<file path="src/pfg_pkg.sv">
package pfg_pkg;

	// Register indices; byte address is four times the index
	localparam logic [9:0] PFG_CFG_IDX = 10'h09E;
	localparam logic [9:0] PFG_STAT_IDX = 10'h0C0;

	// Reset value of the divider configuration
	localparam logic [23:0] PFG_CFG_RST = 24'h000000;

	// Top field code that selects frame-pulse shaping
	localparam logic [3:0] PFG_FRAME_CODE = 4'hF;

	// Largest ratio software may program for the plain clock
	localparam logic [23:0] PFG_RATIO_MAX = 24'hEFFFFF;

	// Smallest ratio that produces a toggling output
	localparam logic [23:0] PFG_RATIO_MIN = 24'h000002;

	// Status word bit positions
	localparam int PFG_STAT_FRAME_POS = 0;
	localparam int PFG_STAT_OUT_POS = 1;
	localparam int PFG_STAT_RUN_POS = 2;
	localparam int PFG_STAT_BADSEL_POS = 3;

	// Counter reset values
	localparam logic [15:0] PFG_PERIOD_CNT_RST = 16'h0000;
	localparam logic [23:0] PFG_DIV_CNT_RST = 24'h000000;

	// Related clock selection codes
	typedef enum logic [1:0] {
		PFG_SEL_A = 2'b00,
		PFG_SEL_B = 2'b01,
		PFG_SEL_RSVD = 2'b10,
		PFG_SEL_D = 2'b11
	} pfg_sel_e;

	// Divider configuration layout, bit 23 down to bit 0
	typedef struct packed {
		logic [3:0] mode;
		logic style;
		logic polar;
		logic [1:0] sel;
		logic [15:0] period;
	} pfg_cfg_s;

endpackage

</file>
<file path="src/pfg_ratio_div.sv">
`timescale 1ns/1ps

module pfg_ratio_div
	import pfg_pkg::*;
(
	input wire logic clk_i, // VCO clock
	input wire logic rst_i, // Synchronous reset, high
	input wire logic en_i, // Plain clock mode active
	input wire logic [23:0] ratio_i, // Division ratio
	output logic div_o // Divided clock
);

	logic [23:0] cnt_reg;
	logic [23:0] cnt_next;
	logic out_reg;
	logic out_next;
	logic [23:0] half;
	logic active;
	logic live_reg;
	logic live_next;
	logic [23:0] ratio_reg;
	logic [23:0] ratio_next;
	logic restart;

	assign half = {1'b0, ratio_i[23:1]};
	assign active = en_i && (ratio_i >= PFG_RATIO_MIN);
	// Start each new ratio at count zero so the first high phase is whole
	assign restart = !live_reg || (ratio_i != ratio_reg);

	always_comb begin
		cnt_next = PFG_DIV_CNT_RST;
		if (active && !restart && (cnt_reg < ratio_i - 24'h000001)) begin
			cnt_next = cnt_reg + 24'h000001;
		end
		out_next = active && (cnt_next < half);
		live_next = active;
		ratio_next = ratio_i;
	end

	always_ff @(posedge clk_i) begin
		if (rst_i) begin
			cnt_reg <= PFG_DIV_CNT_RST;
			out_reg <= 1'b0;
			live_reg <= 1'b0;
			ratio_reg <= PFG_CFG_RST;
		end else begin
			cnt_reg <= cnt_next;
			out_reg <= out_next;
			live_reg <= live_next;
			ratio_reg <= ratio_next;
		end
	end

	assign div_o = out_reg;

	chk_div_rise_wrap: assert property (@(posedge clk_i) disable iff (rst_i)
		$rose(div_o) |-> (cnt_reg == PFG_DIV_CNT_RST))
		else $error("divided clock rose away from count wrap");

	chk_div_fall_half: assert property (@(posedge clk_i) disable iff (rst_i)
		($fell(div_o) && $stable(ratio_i) && $past(active)) |-> (cnt_reg == half))
		else $error("divided clock fell away from half ratio");

endmodule // pfg_ratio_div

</file>
<file path="src/pfg_top.sv">
`timescale 1ns/1ps

// Summary of operation
// - Top field all ones shapes the output as frame pulses from the low bits.
// - Any other top field with a ratio of at least two gives a clock high for half the ratio rounded down, whole value is ratio.
// - Low sixteen bits count related clock periods between two frame pulses.
// - Two bits pick related clock A, B or D; code two is reserved.
// - Each frame pulse lasts exactly one related clock period; a period field of one holds the pulse on.
// - Polarity bit zero gives normal pulse, one gives inverted pulse.
// - Style bit zero centres the boundary in pulse; one puts it on edge.
// - Plain mode divides the VCO clock by the programmed ratio.
// - Configuration resets to zero and is readable and writable.
module pfg_top
	import pfg_pkg::*;
(
	input wire logic clk_i, // VCO clock, 200 MHz
	input wire logic rst_i, // Synchronous reset, high
	input wire logic wb_cyc_i, // Wishbone cycle
	input wire logic wb_stb_i, // Wishbone strobe
	input wire logic wb_we_i, // Wishbone write enable
	input wire logic [11:0] wb_adr_i, // Wishbone byte address
	input wire logic [3:0] wb_sel_i, // Wishbone byte lanes
	input wire logic [31:0] wb_dat_i, // Wishbone write data
	output logic [31:0] wb_dat_o, // Wishbone read data
	output logic wb_ack_o, // Wishbone acknowledge
	input wire logic rel_clk_a_i, // Sibling divider A output
	input wire logic rel_clk_b_i, // Sibling divider B output
	input wire logic rel_clk_d_i, // Sibling divider D output
	output logic clk_out_o // Divider output
);

	pfg_cfg_s cfg_reg;
	pfg_cfg_s cfg_next;
	logic ack_reg;
	logic ack_next;
	logic [31:0] dat_reg;
	logic [31:0] dat_next;
	logic req;
	logic wr_take;
	logic cfg_hit;
	logic stat_hit;
	logic [23:0] wr_merged;
	logic [31:0] stat_word;

	logic rel_now;
	logic sel_ok;
	logic rel_prev_reg;
	logic rel_prev_next;
	logic rel_rise;
	logic rel_fall;
	logic fp_event;
	logic frame_mode;
	logic run;
	logic [15:0] period_m1;
	logic [15:0] cnt_reg;
	logic [15:0] cnt_next;
	logic pulse_reg;
	logic pulse_next;
	logic out_reg;
	logic out_next;
	logic div_clk;

	// Register bus decode
	assign req = wb_cyc_i && wb_stb_i;
	assign wr_take = req && ack_reg && wb_we_i;
	assign cfg_hit = (wb_adr_i[11:2] == PFG_CFG_IDX);
	assign stat_hit = (wb_adr_i[11:2] == PFG_STAT_IDX);

	genvar g;
	generate
		for (g = 0; g < 3; g++) begin : g_lane
			assign wr_merged[8*g +: 8] = wb_sel_i[g] ? wb_dat_i[8*g +: 8] : cfg_reg[8*g +: 8];
		end
	endgenerate

	always_comb begin
		stat_word = 32'h00000000;
		stat_word[PFG_STAT_FRAME_POS] = frame_mode;
		stat_word[PFG_STAT_OUT_POS] = out_reg;
		stat_word[PFG_STAT_RUN_POS] = run;
		stat_word[PFG_STAT_BADSEL_POS] = frame_mode && !sel_ok;
	end

	always_comb begin
		cfg_next = cfg_reg;
		ack_next = 1'b0;
		dat_next = dat_reg;
		if (req && !ack_reg) begin
			ack_next = 1'b1;
			dat_next = 32'h00000000;
			if (!wb_we_i && cfg_hit) begin
				dat_next = {8'h00, cfg_reg};
			end else if (!wb_we_i && stat_hit) begin
				dat_next = stat_word;
			end
		end
		if (wr_take && cfg_hit) begin
			cfg_next = pfg_cfg_s'(wr_merged);
		end
	end

	always_ff @(posedge clk_i) begin
		if (rst_i) begin
			cfg_reg <= pfg_cfg_s'(PFG_CFG_RST);
			ack_reg <= 1'b0;
			dat_reg <= 32'h00000000;
		end else begin
			cfg_reg <= cfg_next;
			ack_reg <= ack_next;
			dat_reg <= dat_next;
		end
	end

	assign wb_ack_o = ack_reg;
	assign wb_dat_o = dat_reg;

	assign frame_mode = (cfg_reg.mode == PFG_FRAME_CODE);

	always_comb begin
		rel_now = 1'b0;
		sel_ok = 1'b1;
		unique case (pfg_sel_e'(cfg_reg.sel))
			PFG_SEL_A: rel_now = rel_clk_a_i;
			PFG_SEL_B: rel_now = rel_clk_b_i;
			PFG_SEL_D: rel_now = rel_clk_d_i;
			PFG_SEL_RSVD: sel_ok = 1'b0;
		endcase
	end

	assign rel_rise = rel_now && !rel_prev_reg;
	assign rel_fall = !rel_now && rel_prev_reg;
	assign fp_event = cfg_reg.style ? rel_rise : rel_fall;
	assign run = frame_mode && sel_ok && (cfg_reg.period != PFG_PERIOD_CNT_RST);
	assign period_m1 = cfg_reg.period - 16'h0001;

	always_comb begin
		rel_prev_next = rel_now;
		cnt_next = cnt_reg;
		pulse_next = pulse_reg;
		if (!run) begin
			cnt_next = PFG_PERIOD_CNT_RST;
			pulse_next = 1'b0;
		end else if (fp_event) begin
			if (cnt_reg >= period_m1) begin
				cnt_next = PFG_PERIOD_CNT_RST;
				pulse_next = 1'b1;
			end else begin
				cnt_next = cnt_reg + 16'h0001;
				pulse_next = 1'b0;
			end
		end
	end

	always_comb begin
		out_next = frame_mode ? (pulse_reg ^ cfg_reg.polar) : div_clk;
	end

	always_ff @(posedge clk_i) begin
		if (rst_i) begin
			rel_prev_reg <= 1'b0;
			cnt_reg <= PFG_PERIOD_CNT_RST;
			pulse_reg <= 1'b0;
			out_reg <= 1'b0;
		end else begin
			rel_prev_reg <= rel_prev_next;
			cnt_reg <= cnt_next;
			pulse_reg <= pulse_next;
			out_reg <= out_next;
		end
	end

	assign clk_out_o = out_reg;

	// ratio carries the frame code too; en_i holds the divider off then
	pfg_ratio_div u_div (
		.clk_i(clk_i),
		.rst_i(rst_i),
		.en_i(!frame_mode),
		.ratio_i(cfg_reg),
		.div_o(div_clk)
	);

	chk_cfg_reset_zero: assert property (@(posedge clk_i)
		rst_i |=> (cfg_reg == pfg_cfg_s'(PFG_CFG_RST)))
		else $error("configuration not zero after reset");

	chk_cfg_write_lane: assert property (@(posedge clk_i) disable iff (rst_i)
		(wr_take && cfg_hit && wb_sel_i[0]) |=> (cfg_reg[7:0] == $past(wb_dat_i[7:0])))
		else $error("configuration low byte write lost");

	chk_ack_single: assert property (@(posedge clk_i) disable iff (rst_i)
		(req && !ack_reg) |=> (wb_ack_o ##1 !wb_ack_o))
		else $error("acknowledge not a single cycle");

	chk_frame_output: assert property (@(posedge clk_i) disable iff (rst_i)
		$past(frame_mode) |-> (clk_out_o == ($past(pulse_reg) ^ $past(cfg_reg.polar))))
		else $error("frame mode output not from pulse shaper");

	chk_plain_output: assert property (@(posedge clk_i) disable iff (rst_i)
		!$past(frame_mode) |-> (clk_out_o == $past(div_clk)))
		else $error("plain mode output not from divider");

	chk_period_wrap: assert property (@(posedge clk_i) disable iff (rst_i)
		(run && fp_event) |=> (pulse_reg == ($past(cnt_reg) >= $past(period_m1))))
		else $error("pulse spacing count wrong");

	chk_reserved_idle: assert property (@(posedge clk_i) disable iff (rst_i)
		(frame_mode && !sel_ok) |=> !pulse_reg)
		else $error("pulse produced with reserved select");

	chk_pulse_width: assert property (@(posedge clk_i) disable iff (rst_i)
		($changed(pulse_reg) && $past(run)) |-> $past(fp_event))
		else $error("pulse edge without related clock event");

	chk_idle_polarity: assert property (@(posedge clk_i) disable iff (rst_i)
		(frame_mode && !run) ##1 (frame_mode && !run) |=> (clk_out_o == $past(cfg_reg.polar)))
		else $error("idle frame output has wrong sense");

	chk_style_edge: assert property (@(posedge clk_i) disable iff (rst_i)
		$rose(pulse_reg) |-> ($past(cfg_reg.style) ? $past(rel_rise) : $past(rel_fall)))
		else $error("pulse started on wrong related edge");

endmodule // pfg_top
</file>
<file path="config.mk">
export PLATFORM = sky130hd
export DESIGN_NAME = pfg_top
export DESIGN_NICKNAME = d
export VERILOG_FILES = /design/src/pfg_pkg.sv /design/src/pfg_ratio_div.sv /design/src/pfg_top.sv
export SDC_FILE = /design/constraint.sdc
export NUM_CORES = 1
export LEC_CHECK = 0
export ABC_CLOCK_PERIOD_IN_PS = 4900
export BUFFER_PORTS_ARGS = -buffer_cell sky130_fd_sc_hd__buf_2
export CAP_MARGIN = 30
export CORE_MARGIN = 4
export CORE_UTILIZATION = 54
export CTS_BUF_LIST = sky130_fd_sc_hd__clkbuf_2
export DETAILED_ROUTE_END_ITERATION = 16
export GPL_TIMING_DRIVEN = 0
export PLACE_DENSITY = 0.8
export SKIP_LAST_GASP = 1
export SLEW_MARGIN = 10
export SYNTH_ARGS = -nofsm -noshare
export SYNTH_HDL_FRONTEND = slang
export SYNTH_SLANG_ARGS = --single-unit
</file>
<file path="constraint.sdc">
create_clock -name clk_i -period 4.9 [get_ports clk_i]
set_input_delay 0.49 -clock clk_i [delete_from_list [all_inputs] [get_ports clk_i]]
set_output_delay 0.49 -clock clk_i [all_outputs]
set_load 0.05 [all_outputs]
</file>
==> impl_metrics.env <==
export IMPL_synthFlopType="dfxtp_1"
export IMPL_drtIter0Drc=697
export IMPL_dp_hpwl_mm=13.49
export IMPL_placedInstanceArea_um2=7360
export IMPL_multi_input_area_um2=4340
export IMPL_clockRootBuffer="clkbuf_2"
export IMPL_required_ns=5.53
export IMPL_skew_ns=0.03754
export IMPL_grt_pass1_vias=5876
export IMPL_setup_viol=0
export IMPL_crit_chain="inv_2 > nand4_1 > buf_4 > nor2_4 > nand2_4 > nor4_4 > xnor2_1 > ha_1 > nand4_1 > nor4_4 > o311a_4 > nor4_4 > nand4_4 > buf_6 > buf_6 > buf_6 > nor2_1 > ha_1 > a211oi_1 > o21ai_1 > o2111ai_1 > a21o_1 > a21oi_1 > a311oi_2"
export IMPL_max_cap_violations=0
export IMPL_nNetsFinal=1041
export IMPL_insertion_delay_ns=0.72
export IMPL_reg2regPathDepth=24
export IMPL_cp_max_fo=7
export IMPL_drive_gt1_share_pct=22.00
export IMPL_power_density_nw_per_um2=210.7
export IMPL_dieArea_um2=14410
export IMPL_die_h_um=120.0
export IMPL_nFillCells=925
export IMPL_clkTransAtPathRegs_ns=0.19
export IMPL_h_tree_depth=4
export IMPL_rows=40
export IMPL_drc=0
export IMPL_path_class="register to register"
export IMPL_netlist_area_um2=6778
export IMPL_synth_largest_area_cell="dfxtp_1"
export IMPL_cts_tree="built"
export IMPL_grt_overflow=0
export IMPL_avgRoutedWirePerCell_um=17.41
export IMPL_p_total_mw=1.750
export IMPL_hold_class="primary input to register"
export IMPL_min_path_cells=2
export IMPL_tightest_slew_ns=0.7173
export IMPL_status="finished clean"
export IMPL_synth_edf_count=0
export IMPL_fin_crit_ns=4.829
export IMPL_start_kind="register"
export IMPL_design_core_area_um2=12160
export IMPL_relSlewSlack_pct=51.74
export IMPL_cts_sinks=118
export IMPL_end_kind="register"
export IMPL_syn2layout_area_growth_pct=22.60
export IMPL_ys_seq_area_share_pct=34.85
export IMPL_io_buffer_count=69
export IMPL_synthTopCellsByArea="dfxtp_1 (35%), ha_1 (12%), xor2_1 (6.1%)"
export IMPL_slew_violations=0
export IMPL_vias=6308
export IMPL_grtUsageTotal_pct=25.95
export IMPL_synth_seq_cells=118
export IMPL_grt_max_degree=17
export IMPL_antenna_found_initial=1
export IMPL_ios=90
export IMPL_initial_core_util_pct=55.73
export IMPL_hold_viol_final=0
export IMPL_slowest_stage="dfxtp_1"
export IMPL_place_ws_ns=-0.3769
export IMPL_gp_congestion=0.9122
export IMPL_max_clock_path_buffers=2
export IMPL_setup_ws_ns=0.07150
export IMPL_ant_nets=0
export IMPL_p_leak_nw=3.825
export IMPL_async_flop_share_pct=0
export IMPL_grt_pass1_wl_mm=29.60
export IMPL_syn_inst=784
export IMPL_finalInstanceArea_um2=8309
export IMPL_drtPass1Iterations=7
export IMPL_ff_latch_area_um2=2369
export IMPL_cts_made_buffers=17
export IMPL_routed_wl_mm=19.16
export IMPL_yosys_warnings=0
export IMPL_vias_per_cell=5.729
export IMPL_irDropWorstVdd_v=0.0001477
export IMPL_synth_distinct_cells=59
export IMPL_slowest_delay_ns=0.46
export IMPL_cp_data_arrival_time_ns=5.46
export IMPL_hold_ws_ns=0.06989
export IMPL_clock_fmax_mhz=207.1
export IMPL_die_w_um=120.0
export IMPL_postSynthAreaPerCell_um2=8.645
export IMPL_synth_top_area_share_pct=34.85
export IMPL_post_route_period_util_pct=98.54
## through the flow
step,TNS [ns],util (%),cells
final,0,68.32,1101
after global routing,-0.1624,68.32,1101
after CTS,0,65.98,1095
after detailed placement,-0.3769,60.51,1028
after global placement,-0.3512,60.51,1028
after floorplan,0,-,791
## report_power, final
group / switching [mW] / internal [mW]
sequential: 0.00148 / 0.964
combinational: 0.0606 / 0.0384
clock: 0.397 / 0.289
## kinds of logic after synthesis
group,Yosys count,synth area share [%]
other,1,0.05533
AO/OA/AOI/OAI,85,8.104
adder cells (fa/ha/maj),66,12.18
XOR/XNOR,82,10.60
buffers and inverters,82,5.889
AND/OR/NAND/NOR,323,24.31
flip-flops,118,34.85
multiplexers,27,4.006
## synthesized netlist by cell type (23+ instances only)
| library cell | n |
|---|---|
| nor2_1 | 105 |
| dfxtp_1 | 118 |
| xor2_1 | 47 |
| xnor2_1 | 35 |
| nand2_1 | 51 |
| clkbuf_1 | 23 |
| nor3_1 | 40 |
| mux2i_1 | 26 |
| inv_1 | 31 |
| ha_1 | 66 |
| a21oi_1 | 36 |
| nand3_1 | 41 |
| nand4_1 | 27 |
## repair_timing
| action | 4_1_cts | 5_1_grt |
|---|---|---|
| hold endpoints to repair | 24 | 0 |
| endpoints found under the setup margin | 1 | 1 |
| hold buffers | 24 | 0 |
| resized for setup | 19 | 55 |
| gates cloned | 0 | 0 |
| setup buffers | 11 | 12 |
| pin swaps | 13 | 37 |
## worst paths after layout
check / start / endpoint / slack (ns)
worst max-delay path: cfg_reg[4] / u_div.div_o / 0.07
worst min-delay path: rst_i / u_div.live_reg / 0.07
worst max register to register: cfg_reg[4] / u_div.div_o / 0.07
worst min register to register: wb_dat_o[10] / wb_dat_o[10] / 0.46
## layout make-up
class | instances | area share [%]
Clock inverter | 12 | 1.852
Tap cell | 168 | 2.530
Inverter | 31 | 1.400
Multi-Input combinational cell | 591 | 52.24
Clock buffer | 20 | 1.205
Sequential cell | 118 | 28.50
Buffer | 44 | 2.981
Antenna cell | 1 | 0.03012
Timing Repair Buffer | 116 | 9.261
## layer usage
| layer | GRT usage (%) | vias up | share of wire (%) |
|---|---|---|---|
| met5 | 0 | - | 0 |
| met4 | 9.735 | 0 | 2.6 |
| met3 | 5.796 | 49 | 7.8 |
| met2 | 41.87 | 312 | 48 |
| met1 | 33.88 | 2934 | 41 |
| li1 | - | 3013 | - |
## layout by cell type (no fill, tap or decap), types with 4 or more instances in the layout
cell type / count
o21ai_0: 7
buf_6: 6
xor2_1: 47
dfxtp_2: 5
nor3_1: 36
nand4_1: 27
buf_4: 33
xnor2_1: 32
clkbuf_2: 20
clkbuf_1: 18
nor2_4: 4
a21o_1: 8
dlygate4sd3_1: 24
nand3_1: 40
and4_1: 8
a211oi_1: 9
clkinvlp_4: 5
nor2_2: 5
inv_1: 28
nor4_1: 7
and3_1: 9
nor4_4: 8
nand2_1: 47
dfxtp_1: 113
nor2_1: 97
nor3_2: 5
buf_2: 75
conb_1: 8
mux2i_1: 26
ha_1: 64
a21oi_1: 36
## worst max-delay path, delay by kind of cell, from the launching register on
| family | cells | cell delay [ns] |
|---|---|---|
| xor+xnor | 1 | 0.17 |
| simple gates | 9 | 1.63 |
| fa+ha+maj | 2 | 0.55 |
| flops | 1 | 0.46 |
| compound gates | 7 | 1.14 |
| buf+inv | 5 | 0.79 |
Note: power is estimated with default switching activity, not from simulation.
